===== src/usb_irq_defines.vh =====
/*
 Register offsets, field positions, reset values and timing counts
 for the device interrupt status collector.
 Assumes a 20 MHz controller clock and a 32-bit AXI4-Lite register bus.
*/
`ifndef USB_IRQ_DEFINES_VH
`define USB_IRQ_DEFINES_VH

// Register byte offsets
`define OFS_IRQ_STATUS      12'h218
`define OFS_IRQ_MASK        12'h21c
`define OFS_IRQ_CTRL        12'h220

// Reset values
`define IRQ_STATUS_RST      32'h0000_0000
`define IRQ_MASK_RST        32'hffff_ffff
`define IRQ_CTRL_RST        32'h0000_0000

// Field positions of the status register
`define BIT_BUS_RESET       0
`define BIT_SOF             1
`define BIT_INT_FRAME       2
`define BIT_SUSPEND         3
`define BIT_RESUME          4
`define BIT_HS_CHANGE       5
`define BIT_DMA             6
`define BIT_VBUS            7
`define BIT_SETUP           8
`define BIT_EP_RX0          10
`define BIT_EP_TX0          11
`define NUM_EP              8

// Implemented bits; 31..26 and 9 are reserved
`define IRQ_USED_MASK       32'h03ff_fdff

// Control register fields
`define BIT_DUAL_ROLE_OFF   0
`define BIT_HIGH_SPEED      1

// Internal frame timer periods and cycle counts at 20 MHz
`define CLK_HZ              20000000
`define FS_FRAME_US         1000
`define HS_FRAME_US         125
`define FS_FRAME_CYC        ((`CLK_HZ / 1000000) * `FS_FRAME_US)
`define HS_FRAME_CYC        ((`CLK_HZ / 1000000) * `HS_FRAME_US)
// Frame timer periods as 16-bit counter loads
`define FS_FRAME_CNT        16'h4e20
`define HS_FRAME_CNT        16'h09c4

// AXI response codes
`define RESP_OKAY           2'h0
`define RESP_SLVERR         2'h2

`endif


===== src/usb_device_irq_status.v =====
/*
 Interrupt status collector for the peripheral side of a USB device
 controller, with an AXI4-Lite register slave and one level interrupt.
 Assumes event inputs are one-cycle pulses or levels synchronous to aclk,
 and that the DMA reason register lives elsewhere and signals its changes.
*/
// The AXI4-Lite slave port was chosen for this implementation.
`timescale 1ns/1ps
`include "usb_irq_defines.vh"

// Summary of operation
// - Endpoint n sets bit 11+2n on transmit event, 10+2n on receive event.
// - SETUP token on control endpoint zero sets bit 8.
// - Low-to-high transition on the VBUS sense input sets bit 7.
// - Any change in the DMA reason register sets bit 6.
// - Full-speed to high-speed change sets bit 5, never on suspend.
// - Bus change from suspended to active sets bit 4.
// - Bus change from active to suspended sets bit 3.
// - Free-running frame timer, 1 ms full speed, 125 us high speed, sets bit 2.
// - Each received start-of-frame or microframe marker sets bit 1.
// - Detected bus reset sets bit 0.
// - Interrupt output asserted while any status bit whose mask bit is one is set.
// - Writing one clears a status bit; writing zero leaves it alone.
module usb_device_irq_status
(
   input  wire        aclk,
   input  wire        aresetn,
   // AXI4-Lite slave
   input  wire [11:0] s_axi_awaddr,
   input  wire        s_axi_awvalid,
   output reg         s_axi_awready,
   input  wire [31:0] s_axi_wdata,
   input  wire [3:0]  s_axi_wstrb,
   input  wire        s_axi_wvalid,
   output reg         s_axi_wready,
   output reg  [1:0]  s_axi_bresp,
   output reg         s_axi_bvalid,
   input  wire        s_axi_bready,
   input  wire [11:0] s_axi_araddr,
   input  wire        s_axi_arvalid,
   output reg         s_axi_arready,
   output reg  [31:0] s_axi_rdata,
   output reg  [1:0]  s_axi_rresp,
   output reg         s_axi_rvalid,
   input  wire        s_axi_rready,
   // Event sources
   input  wire [7:0]  endpoint_tx_flag,
   input  wire [7:0]  endpoint_rx_flag,
   input  wire        control_setup_flag,
   input  wire        vbus_sense,
   input  wire        dma_reason_changed,
   input  wire        high_speed_link,
   input  wire        bus_suspended,
   input  wire        sof_received,
   input  wire        bus_reset_detected,
   // Outputs
   output reg         irq,
   output reg         dual_role_off
);

   // Status, mask and control registers
   reg  [31:0] irq_status_r;
   reg  [31:0] irq_status_nxt;
   reg  [31:0] irq_mask_r;
   reg  [1:0]  ctrl_r;
   // Edge history for level inputs, and frame timer
   reg         vbus_d_r;
   reg         hs_d_r;
   reg         suspend_flag_d_r;
   reg  [15:0] frame_cnt_r;
   reg         frame_tick_r;
   // Write channel capture
   reg         aw_held_r;
   reg  [11:0] aw_addr_r;
   reg         w_held_r;
   reg  [31:0] w_data_r;
   reg  [3:0]  w_strb_r;
   // Read sequencer states, one-hot
   localparam RD_IDLE    = 3'h1;
   localparam RD_OFFER   = 3'h2;
   localparam RD_ANSWER  = 3'h4;
   reg  [2:0]  rd_state_r;
   // Register select codes from the address decoder
   localparam REG_NONE   = 2'h0;
   localparam REG_STATUS = 2'h1;
   localparam REG_MASK   = 2'h2;
   localparam REG_CTRL   = 2'h3;

   wire [31:0] event_set;
   wire [31:0] wmask;
   wire        wr_fire;
   wire        wr_status;
   wire        wr_mask;
   wire        wr_ctrl;
   wire        wr_unmapped;
   wire [15:0] frame_period;

   // Byte-enable expansion, used for status and mask register writes
   function [31:0] strb_mask;
      input [3:0] s;
      begin
         strb_mask = {{8{s[3]}}, {8{s[2]}}, {8{s[1]}}, {8{s[0]}}};
      end
   endfunction

   // Word-address decode, shared by read and write paths
   function [1:0] decode;
      input [11:0] a;
      begin
         case ({a[11:2], 2'h0})
            `OFS_IRQ_STATUS: decode = REG_STATUS;
            `OFS_IRQ_MASK:   decode = REG_MASK;
            `OFS_IRQ_CTRL:   decode = REG_CTRL;
            default:         decode = REG_NONE;
         endcase
      end
   endfunction

   assign wmask   = strb_mask(w_strb_r);
   assign wr_fire = aw_held_r && w_held_r && !s_axi_bvalid;

   // Write target, decoded once for storage and response alike
   assign wr_status   = wr_fire && (decode(aw_addr_r) == REG_STATUS);
   assign wr_mask     = wr_fire && (decode(aw_addr_r) == REG_MASK);
   assign wr_ctrl     = wr_fire && (decode(aw_addr_r) == REG_CTRL);
   assign wr_unmapped = (decode(aw_addr_r) == REG_NONE);

   // Per-endpoint event placement
   genvar ep;
   generate
      for (ep = 0; ep < `NUM_EP; ep = ep + 1)
      begin : g_ep
         assign event_set[`BIT_EP_RX0 + 2*ep] = endpoint_rx_flag[ep];
         assign event_set[`BIT_EP_TX0 + 2*ep] = endpoint_tx_flag[ep];
      end
   endgenerate

   // Bus-state events; reserved bits never set
   assign event_set[31:26]          = 6'h00;
   assign event_set[9]              = 1'b0;
   assign event_set[`BIT_SETUP]     = control_setup_flag;
   assign event_set[`BIT_VBUS]      = vbus_sense & ~vbus_d_r;
   assign event_set[`BIT_DMA]       = dma_reason_changed;
   // Rising speed only while not suspended, so suspend never flags it
   assign event_set[`BIT_HS_CHANGE] = high_speed_link & ~hs_d_r & ~bus_suspended;
   assign event_set[`BIT_RESUME]    = ~bus_suspended & suspend_flag_d_r;
   assign event_set[`BIT_SUSPEND]   = bus_suspended & ~suspend_flag_d_r;
   assign event_set[`BIT_INT_FRAME] = frame_tick_r;
   assign event_set[`BIT_SOF]       = sof_received;
   assign event_set[`BIT_BUS_RESET] = bus_reset_detected;

   // Frame timer period follows the current link speed
   assign frame_period = high_speed_link ? `HS_FRAME_CNT : `FS_FRAME_CNT;

   // Free-running frame timer, not aligned to bus frame markers
   always @(posedge aclk)
   begin
      if (!aresetn)
      begin
         frame_cnt_r  <= 16'h0000;
         frame_tick_r <= 1'b0;
      end
      else if (frame_cnt_r >= frame_period - 16'h0001)
      begin
         frame_cnt_r  <= 16'h0000;
         frame_tick_r <= 1'b1;
      end
      else
      begin
         frame_cnt_r  <= frame_cnt_r + 16'h0001;
         frame_tick_r <= 1'b0;
      end
   end

   // Edge detection history
   always @(posedge aclk)
   begin
      if (!aresetn)
      begin
         vbus_d_r <= vbus_sense;        // Pin levels, so no false edge after reset
         hs_d_r   <= high_speed_link;
         suspend_flag_d_r <= bus_suspended;
      end
      else
      begin
         vbus_d_r <= vbus_sense;
         hs_d_r   <= high_speed_link;
         suspend_flag_d_r <= bus_suspended;
      end
   end

   // Next status: clear by write-one, then set wins over clear
   always @*
   begin
      irq_status_nxt = irq_status_r;
      if (wr_status)
         irq_status_nxt = irq_status_nxt & ~(w_data_r & wmask);
      // A bus reset wipes everything but its own flag
      if (bus_reset_detected)
         irq_status_nxt = irq_status_nxt & (32'h1 << `BIT_BUS_RESET);
      irq_status_nxt = (irq_status_nxt | event_set) & `IRQ_USED_MASK;
   end

   // Status, mask and control storage
   always @(posedge aclk)
   begin
      if (!aresetn)
      begin
         irq_status_r <= `IRQ_STATUS_RST;
         irq_mask_r   <= `IRQ_MASK_RST;
         ctrl_r       <= 2'h0;
      end
      else
      begin
         irq_status_r <= irq_status_nxt;
         if (wr_mask)
            irq_mask_r <= (irq_mask_r & ~wmask) | (w_data_r & wmask);
         if (wr_ctrl && w_strb_r[0])
            ctrl_r <= w_data_r[1:0];
      end
   end

   // Interrupt and control outputs, registered; masked bits stay quiet
   always @(posedge aclk)
   begin
      if (!aresetn)
      begin
         irq           <= 1'b0;
         dual_role_off <= 1'b0;
      end
      else
      begin
         irq           <= |(irq_status_nxt & irq_mask_r);
         dual_role_off <= ctrl_r[`BIT_DUAL_ROLE_OFF];
      end
   end

   // Write address and data are taken independently, in either order
   always @(posedge aclk)
   begin
      if (!aresetn)
      begin
         aw_held_r     <= 1'b0;
         aw_addr_r     <= 12'h000;
         w_held_r      <= 1'b0;
         w_data_r      <= 32'h0000_0000;
         w_strb_r      <= 4'h0;
         s_axi_awready <= 1'b0;
         s_axi_wready  <= 1'b0;
         s_axi_bvalid  <= 1'b0;
         s_axi_bresp   <= `RESP_OKAY;
      end
      else
      begin
         s_axi_awready <= !aw_held_r && !s_axi_awready && !s_axi_bvalid;
         s_axi_wready  <= !w_held_r && !s_axi_wready && !s_axi_bvalid;
         if (s_axi_awvalid && s_axi_awready)
         begin
            aw_held_r <= 1'b1;
            aw_addr_r <= s_axi_awaddr;
         end
         if (s_axi_wvalid && s_axi_wready)
         begin
            w_held_r <= 1'b1;
            w_data_r <= s_axi_wdata;
            w_strb_r <= s_axi_wstrb;
         end
         // Register update happens in the cycle the response is raised
         if (wr_fire)
         begin
            aw_held_r    <= 1'b0;
            w_held_r     <= 1'b0;
            s_axi_bvalid <= 1'b1;
            s_axi_bresp  <= wr_unmapped ? `RESP_SLVERR : `RESP_OKAY;
         end
         else if (s_axi_bvalid && s_axi_bready)
            s_axi_bvalid <= 1'b0;
      end
   end

   // Read channel: one-hot sequencer, one outstanding read, current register data
   always @(posedge aclk)
   begin
      if (!aresetn)
      begin
         rd_state_r    <= RD_IDLE;
         s_axi_arready <= 1'b0;
         s_axi_rvalid  <= 1'b0;
         s_axi_rdata   <= 32'h0000_0000;
         s_axi_rresp   <= `RESP_OKAY;
      end
      else
      begin
         case (rd_state_r)
            // Offer arready for one cycle before every read
            RD_IDLE:
            begin
               s_axi_arready <= 1'b1;
               rd_state_r    <= RD_OFFER;
            end
            // Take the address if it stands, else withdraw the offer
            RD_OFFER:
            begin
               s_axi_arready <= 1'b0;
               rd_state_r    <= RD_IDLE;
               if (s_axi_arvalid)
               begin
                  rd_state_r   <= RD_ANSWER;
                  s_axi_rvalid <= 1'b1;
                  s_axi_rresp  <= `RESP_OKAY;
                  case (decode(s_axi_araddr))
                     REG_STATUS: s_axi_rdata <= irq_status_r;
                     REG_MASK:   s_axi_rdata <= irq_mask_r;
                     REG_CTRL:   s_axi_rdata <= {30'h0, ctrl_r};
                     default:
                     begin
                        s_axi_rdata <= 32'h0000_0000;
                        s_axi_rresp <= `RESP_SLVERR;
                     end
                  endcase
               end
            end
            // Data stands until the master takes it
            RD_ANSWER:
            begin
               if (s_axi_rready)
               begin
                  s_axi_rvalid <= 1'b0;
                  rd_state_r   <= RD_IDLE;
               end
            end
            default:
            begin
               rd_state_r    <= RD_IDLE;
               s_axi_arready <= 1'b0;
               s_axi_rvalid  <= 1'b0;
            end
         endcase
      end
   end

endmodule // usb_device_irq_status


===== config.mk =====
export PLATFORM = sky130hd
export DESIGN_NAME = usb_device_irq_status
export DESIGN_NICKNAME = d
export VERILOG_FILES = /design/src/usb_device_irq_status.v
export VERILOG_INCLUDE_DIRS = /design/src
export SDC_FILE = /design/constraint.sdc
export NUM_CORES = 1
export LEC_CHECK = 0
export ABC_AREA = 0
export BUFFER_PORTS_ARGS = -buffer_cell sky130_fd_sc_hd__buf_2
export CAP_MARGIN = 10
export CELL_PAD_IN_SITES_DETAIL_PLACEMENT = 1
export CELL_PAD_IN_SITES_GLOBAL_PLACEMENT = 1
export CORE_ASPECT_RATIO = 1.75
export CORE_MARGIN = 2
export CORE_UTILIZATION = 42
export DETAILED_ROUTE_END_ITERATION = 8
export PLACE_DENSITY_LB_ADDON = 0.1
export SETUP_SLACK_MARGIN = 0.02
export SYNTH_ARGS = -nofsm -noshare
export SYNTH_HDL_FRONTEND = slang
export SYNTH_SLANG_ARGS = --single-unit

===== constraint.sdc =====
create_clock -name aclk -period 2.8 [get_ports aclk]
set_input_delay 0.42 -clock aclk [delete_from_list [all_inputs] [get_ports aclk]]
set_output_delay 0.42 -clock aclk [all_outputs]
set_load 0.02 [all_outputs]

==> results.cfg, run 1 <==
[clock_network]
insertion_delay_ns = 0.44
clock-sinks = 171
cts_resized = 0
cts_made_buffers = 17
clkSlewWorstSetupHoldPaths_ns = 0.07
ctsHoldBuffers = 0
cts-root-buf = clkbuf_16
clockBufferDepth = 2
cts_tree = done
cts_max_level = 4
cts_setup_buffers = 0

[global_route]
grt_max_degree = 92
grt_overflow = 0
grt_pass1_vias = 7061
grt.total_usage_pct = 23.21
antenna_found_initial = 0
grt_first_pass_wirelength_mm = 34.93

[logic_synthesis]
synthSimpleGateAreaFrac_pct = 24.14
async_flop_share_pct = 0
muxShareOfSynthArea_pct = 4.024
synthCells = 879
yosysWarnings = 0
synth_xor_area_share_pct = 1.636
synth_area_sq_um = 7493
synth_edf_count = 0
synth-seq-cells = 171
yosysUniqueCellTypes = 48
synth_top_family_by_area = simple AND/OR/NAND/NOR gates
avgSynthCellArea_sq_um = 8.525
synth-compound-area-share_pct = 18.68
synth_adder_area_share_pct = 1.670
ys.flop_type = dfxtp_1
seq_area_frac_synth_pct = 45.68

[sta]
rsz0062_at_grt = no
whs_ns = 0.1031
finalHoldViolCount = 0
fin_skew_ns = 0.01105
finalCriticalPeriod_ns = 2.546
setup_viol = 0
setup_slack_ns = 0.2539
worst_slew_pin_slew_ns = 0.7948
finalSetupTns_ns = 0
maxSlewViolCount = 0
maxSlewHeadroom_pct = 46.52
max_freq_ghz = 0.3928
fin_crit_sh_pct = 90.93

[worst_setup_path]
cp.arrival_ns = 2.87
r2r-start = aw_addr_r[11]$_SDFFE_PN0P_
reg2reg_depth = 8
worst_setup_path_end_kind = flop
critPathKind = flop to flop
cp_max_fo = 12
setup.worst_path.start_class = flop
worstPathRequired_ns = 3.12
reg2reg_slack_ns = 0.25
worstReg2RegEnd = irq$_SDFF_PN0_

[final_layout]
final_common_cell = nand2_1
nFillCells = 2185
drive_above_1_share_pct = 21.90
nets = 1097
layout_common_cells = 207 x nand2_1, 171 x dfxtp_1, 125 x buf_2
syn2layout_area_growth_pct = 19.80
finalNonFillerCells = 1240
finalCoreUtilization_pct = 51.43
diodes = 0
postLayoutCellArea_sq_um = 8977

[floorplanning]
io_pins = 133
row_count = 64
die_y_microns = 180.7
dieArea_sq_um = 18970
start_util_pct = 42.93
coreArea_sq_um = 17460
die_width_microns = 105.0

[placed_design]
pre_cts_ws_ns = 0.2566
dp_hpwl_mm = 15.48
gp_congestion = 0.7739
placed_cell_area_sq_um = 8398
io_buffers = 126
placed_cells = 1209

[power_and_ir_drop]
p_int_mw = 4.026
clkPwrFrac_pct = 43.6
power.leakage_nw = 3.717
p_switching_mw = 1.337
combPwrFrac_pct = 8.4
vdd_drop_max_mv = 0.3497
total_power_mw = 5.363
power.density_nw_per_um2 = 597.4
p_seq_share_pct = 48.0
swShare_pct = 24.93

[detailed_routing]
avgRoutedWirePerCell_microns = 17.20
first_pass_iters = 4
route.detailed.drc = 0
vias = 6601
antenna_left = 0
drtIter0Drc = 194
wl_mm = 21.33
via_per_inst = 5.323

[run_status]
status = finished, final reports clean

[hold_path]
min_path_type = input pin to flop
holdPathStages = 1
hold_start = vbus_sense
min_to = vbus_d_r$_DFF_P_

[run]
max-cap-violations = 0
==> cell usage after synthesis (all sizes together), types with 6 or more instances <==
cell type / count / area (sq um)
and2: 9 / 56.30
nor2b: 16 / 100.1
dfxtp: 171 / 3423
mux2: 25 / 281.5
nand4: 7 / 43.79
nor4: 9 / 92.59
a211oi: 14 / 105.1
a21oi: 33 / 165.2
xnor2: 6 / 52.55
buf: 7 / 60.05
ha: 10 / 125.1
a22oi: 9 / 67.56
a21bo: 10 / 100.1
a21boi: 73 / 548.0
a31oi: 11 / 68.82
nand2b: 19 / 118.9
nand2: 207 / 777.0
nor2: 25 / 93.84
nor3: 7 / 35.03
o21ai: 17 / 85.08
clkbuf: 43 / 161.4
inv: 23 / 86.33
xor2: 8 / 70.07
nand3: 62 / 310.3
o21a: 22 / 165.2
==> layout make-up <==
class	count	area, sq um	share of cell area [%]
multi-input cells	636	3782	42.13
clock buffers	18	429.2	4.780
repair buffers	148	823.3	9.171
flip-flops and latches	171	3423	38.13
inverters	23	86.33	0.9617
well taps	231	289.0	3.220
clock inverters	13	143.9	1.603
==> critical path, cell delays in order (launching register included) <==
cell	delay, ns
dfxtp_1	0.31
or4_4	0.61
nor4_4	0.30
buf_4	0.24
a31oi_1	0.12
nor4_2	0.27
buf_4	0.17
nand4_1	0.09
o41a_1	0.33
==> cells by family after synthesis <==
| family | count (synthesis) |
|---|---|
| compound gates | 200 |
| xor+xnor | 14 |
| fa+ha+maj | 10 |
| buf+inv | 73 |
| flops | 171 |
| mux | 27 |
| other cells | 1 |
| simple gates | 383 |
==> power groups by stage <==
stage	clock network, mW	registers [mW]	logic, mW
floorplan	0	2.62	0.282
global placement	0	2.63	0.447
detailed placement	0	2.63	0.455
CTS	2.39	2.58	0.459
global route	2.49	2.59	0.503
finish	2.34	2.57	0.451
==> worst max-delay path by stage <==
stage	from	end	slack [ns]	cells past startpoint
6_report	aw_addr_r[11]$_SDFFE_PN0P_	irq$_SDFF_PN0_	0.25	8
5_1_grt	aw_addr_r[11]$_SDFFE_PN0P_	irq$_SDFF_PN0_	0.08	8
4_1_cts	aw_addr_r[11]$_SDFFE_PN0P_	irq$_SDFF_PN0_	0.19	8
3_5_place_dp	aw_addr_r[11]$_SDFFE_PN0P_	irq$_SDFF_PN0_	0.26	7
3_3_place_gp	aw_addr_r[11]$_SDFFE_PN0P_	irq$_SDFF_PN0_	0.24	7
2_1_floorplan	aw_addr_r[11]$_SDFFE_PN0P_	irq$_SDFF_PN0_	0.50	8
==> layer usage <==
layer  wire [microns]  global-route usage, %  vias to the layer above
met5                0                      0                        -
met4              452                  8.107                        0
met3              640                  3.932                       26
met2            11670                  44.55                      116
met1             8576                  25.11                     3209
li1                 -                      -                     3250
(Power assumes the default switching activity.)
==> run 2: changes to the inputs <==
PLACE_DENSITY_LB_ADDON = 0.08   (was 0.1)
SKIP_LAST_GASP = 1   (was unset)
==> results.cfg, run 2 (same netlist as run 1, synthesis figures left out) <==
[run_status]
status = finished, final reports clean

[detailed_routing]
via_per_inst = 5.321
vias = 6609
avgRoutedWirePerCell_microns = 17.56
route.detailed.drc = 0
first_pass_iters = 5
antenna_left = 0
drtIter0Drc = 189
wl_mm = 21.81

[sta]
fin_crit_sh_pct = 94.53
maxSlewHeadroom_pct = 36.36
finalHoldViolCount = 0
fin_skew_ns = 0.01525
finalSetupTns_ns = 0
max_freq_ghz = 0.3778
worst_slew_pin_slew_ns = 0.9546
setup_viol = 0
maxSlewViolCount = 0
whs_ns = 0.09956
finalCriticalPeriod_ns = 2.647
rsz0062_at_grt = no
setup_slack_ns = 0.1533

[final_layout]
finalCoreUtilization_pct = 51.33
nFillCells = 2156
drive_above_1_share_pct = 21.96
nets = 1098
diodes = 0
syn2layout_area_growth_pct = 19.59
multi_input_comb_area_sq_um = 3776
register_area_sq_um = 3423
layout_common_cells = 207 x nand2_1, 171 x dfxtp_1, 125 x buf_2
final_common_cell = nand2_1

[power_and_ir_drop]
p_int_mw = 3.975
combPwrFrac_pct = 8.3
p_seq_share_pct = 47.7
swShare_pct = 26.31
power.leakage_nw = 3.732
vdd_drop_max_mv = 0.3572
total_power_mw = 5.394
power.density_nw_per_um2 = 602.0
p_switching_mw = 1.419
clkPwrFrac_pct = 44.0

[worst_setup_path]
critPathKind = flop to flop
cp_max_fo = 6
setup.worst_path.start_class = flop
worstPathRequired_ns = 3.10
cp.arrival_ns = 2.95
worst_setup_path_end_kind = flop

[run]
max-cap-violations = 0

[clock_network]
cts_made_buffers = 17
cts-root-buf = clkbuf_16
ctsHoldBuffers = 0
insertion_delay_ns = 0.43
cts_resized = 0
cts_tree = done
cts_setup_buffers = 0
clkSlewWorstSetupHoldPaths_ns = 0.08
cts_max_level = 4
clockBufferDepth = 2
clock-sinks = 171

[placed_design]
io_buffers = 126
gp_congestion = 0.7951
pre_cts_ws_ns = 0.1523
dp_hpwl_mm = 15.61

[floorplanning]
dieArea_sq_um = 18970
die_width_microns = 105.0
io_pins = 133
row_count = 64
start_util_pct = 42.93
die_y_microns = 180.7
coreArea_sq_um = 17460

[global_route]
grt_pass1_vias = 7114
grt_first_pass_wirelength_mm = 35.99
antenna_found_initial = 0
grt_overflow = 0
grt_max_degree = 44
grt.total_usage_pct = 23.81

[hold_path]
min_path_type = input pin to flop
run 2: cell count changes in the layout (fill, tap and decap cells not counted), sizes merged:
cell,before,now
clkinvlp,4,1
buf,148,149
inv,27,32
bufinv,2,1
run 2: routing by layer:
metal | global-route usage (%) | part of all wire (%) | up-vias
met5 | 0 | 0 | -
met4 | 9.280 | 2.7 | 0
met3 | 3.211 | 2.8 | 38
met2 | 45.92 | 55 | 126
met1 | 25.66 | 40 | 3189
li1 | - | - | 3256
run 2: critical path: stages, from the launching register on:
cell and delay (ns):
dfxtp_1 0.32, or4_4 0.61, nor4_1 0.53, buf_4 0.22
a21oi_1 0.07, a22oi_1 0.27, nand2_1 0.09, o41a_1 0.42
run 2: final cells by class:
cell class                 count  area share (%)
multi-input combinational    636           42.14
sequential                   171           38.20
timing repair buffer         149           8.992
clock buffer                  18           4.789
tap                          231           3.225
clock inverter                14           1.689
inverter                      23          0.9634
run 2: worst paths after layout:
| path | startpoint | endpoint | slack, ns | cells after the start |
|---|---|---|---|---|
| worst max-delay path | aw_addr_r[11]$_SDFFE_PN0P_ | irq$_SDFF_PN0_ | 0.15 | 7 |
| worst min-delay path | vbus_sense | vbus_d_r$_DFF_P_ | 0.1 | 1 |
| worst max register to register | aw_addr_r[11]$_SDFFE_PN0P_ | irq$_SDFF_PN0_ | 0.15 | 7 |
| worst min register to register | s_axi_rdata[16]$_SDFFE_PN0P_ | s_axi_rdata[16]$_SDFFE_PN0P_ | 0.46 | 2 |
run 2: per-stage QoR:
stage,cells,instance area [sq um]
final,1242,8961
after global routing,1242,8961
after CTS,1242,8961
after detailed placement,1210,8381
after global placement,1210,8381
after floorplan,880,7497
run 2: power by group through the flow:
stage          logic [mW]  registers (mW)  clock network (mW)
6_report            0.448            2.57                2.37
5_1_grt             0.500            2.58                2.52
4_1_cts             0.456            2.57                2.41
3_5_place_dp        0.454            2.63                   0
3_3_place_gp        0.444            2.63                   0
2_1_floorplan       0.282            2.62                   0
==> run 3: changes to the inputs <==
CORE_UTILIZATION = 38   (was 42)
clock period = 2.4 ns   (was 2.8 ns; I/O delays follow)
==> results.cfg, run 3 (same netlist as run 1, synthesis figures left out) <==
[run_status]
status = finished, violations left
violations = negative setup slack

[power_and_ir_drop]
p_seq_share_pct = 43.2
p_int_mw = 5.405
power.leakage_nw = 4.003
combPwrFrac_pct = 8.1
power.density_nw_per_um2 = 734.4
clkPwrFrac_pct = 48.6
swShare_pct = 22.15
vdd_drop_max_mv = 0.4214
p_switching_mw = 1.538
total_power_mw = 6.943

[worst_setup_path]
worstPathRequired_ns = 2.72
r2r-start = aw_addr_r[7]$_SDFFE_PN0P_
crit_path_start = aw_addr_r[7]$_SDFFE_PN0P_
critPathKind = flop to flop
reg2reg_depth = 8
worst_setup_path_end_kind = flop
cp.arrival_ns = 2.74
setup.worst_path.start_class = flop
reg2reg_slack_ns = -0.02
cp_max_fo = 4

[floorplanning]
die_y_microns = 189.8
row_count = 68
coreArea_sq_um = 19570
die_width_microns = 110.2
dieArea_sq_um = 20900
io_pins = 133
start_util_pct = 38.29

[final_layout]
syn2layout_area_growth_pct = 26.15
final_common_cell = nand2_1
multi_input_comb_area_sq_um = 3811
register_area_sq_um = 3427
diodes = 0
nets = 1136
drive_above_1_share_pct = 25.83
nFillCells = 2372
layout_common_cells = 205 x nand2_1, 168 x dfxtp_1, 125 x buf_2

[global_route]
grt_first_pass_wirelength_mm = 36.23
antenna_found_initial = 0
grt.total_usage_pct = 22.72
grt_pass1_vias = 7086
grt_overflow = 0
grt_max_degree = 64

[clock_network]
clockBufferDepth = 2
clkSlewWorstSetupHoldPaths_ns = 0.07
ctsHoldBuffers = 0
clock-sinks = 171
cts_made_buffers = 17
cts-root-buf = clkbuf_16
insertion_delay_ns = 0.44
cts_max_level = 4
cts_tree = done

[sta]
finalHoldViolCount = 0
setup_slack_ns = -0.01672
worst_slew_pin_slew_ns = 0.6658
whs_ns = 0.03511
maxSlewViolCount = 0
maxSlewHeadroom_pct = 55.20
max_freq_ghz = 0.4138
fin_skew_ns = 0.006307
finalSetupTns_ns = -0.01672
rsz0062_at_grt = yes
fin_crit_sh_pct = 100.7
finalCriticalPeriod_ns = 2.417
setup_viol = 1

[detailed_routing]
avgRoutedWirePerCell_microns = 17.34
via_per_inst = 5.151
vias = 6666
drtIter0Drc = 181
wl_mm = 22.44
first_pass_iters = 6
route.detailed.drc = 0
antenna_left = 0

[hold_path]
min_path_type = input pin to flop
holdPathStages = 1
hold_start = vbus_sense

[placed_design]
io_buffers = 126
gp_congestion = 0.8235
dp_hpwl_mm = 16.38

[run]
max-cap-violations = 0
==> run 3: changes by cell type in the layout (fill, tap and decap cells not counted), sizes merged <==
| cell | before | now |
|---|---|---|
| buf | 149 | 187 |
| clkbuf | 18 | 21 |
| clkinvlp | 1 | 0 |
| inv | 32 | 23 |
| bufinv | 1 | 8 |
==> run 3: through the flow <==
step	instances	util (%)	setup slack [ns]	cell area [sq um]
floorplan	880	-	0.1034	7497
CTS	1294	48.21	-0.02191	9434
finish	1294	48.31	-0.01672	9453
global route	1294	48.31	-0.2076	9453
detailed placement	1262	44.37	-0.1282	8683
global placement	1262	44.37	-0.1047	8683
==> run 3: layout make-up <==
cell class,count,area share [%]
clock inverters,11,2.780
repair buffers,187,11.62
well taps,245,3.243
clock buffers,21,4.871
multi-input cells,636,40.32
flip-flops and latches,171,36.25
inverters,23,0.9133
==> run 3: layer usage <==
layer	GRT usage [%]	routed length [microns]	vias up
li1	-	-	3321
met1	23.91	8622	3207
met2	43.18	12530	104
met3	4.385	676	34
met4	8.365	611	0
met5	0	0	-
==> run 3: worst paths after layout <==
path	endpoint
worst max-delay path	irq$_SDFF_PN0_
worst min-delay path	vbus_d_r$_DFF_P_
worst max register to register	irq$_SDFF_PN0_
worst min register to register	s_axi_rdata[20]$_SDFFE_PN0P_
==> run 3: power by group through the flow <==
stage / registers (mW) / logic, mW / clock network (mW)
final: 3.00 / 0.563 / 3.38
after CTS: 3.00 / 0.575 / 3.45
after global placement: 3.06 / 0.559 / 0
after global routing: 3.01 / 0.630 / 3.55
after detailed placement: 3.06 / 0.567 / 0
after floorplan: 3.06 / 0.328 / 0
==> run 3: critical path, cell delays in order, from the launching register on <==
cell and delay (ns):
dfxtp_1 0.31, or4_4 0.60, buf_4 0.18, nor4_1 0.27, buf_4 0.19, a21oi_1 0.08
a22oi_2 0.20, nand2_1 0.07, o41a_1 0.40
==> run 3: repair_timing <==
action	CTS	global route
endpoints found under the setup margin	13	36
pin swaps	9	2
resized for setup	14	4
buffers inserted	0	0
cloned	0	0
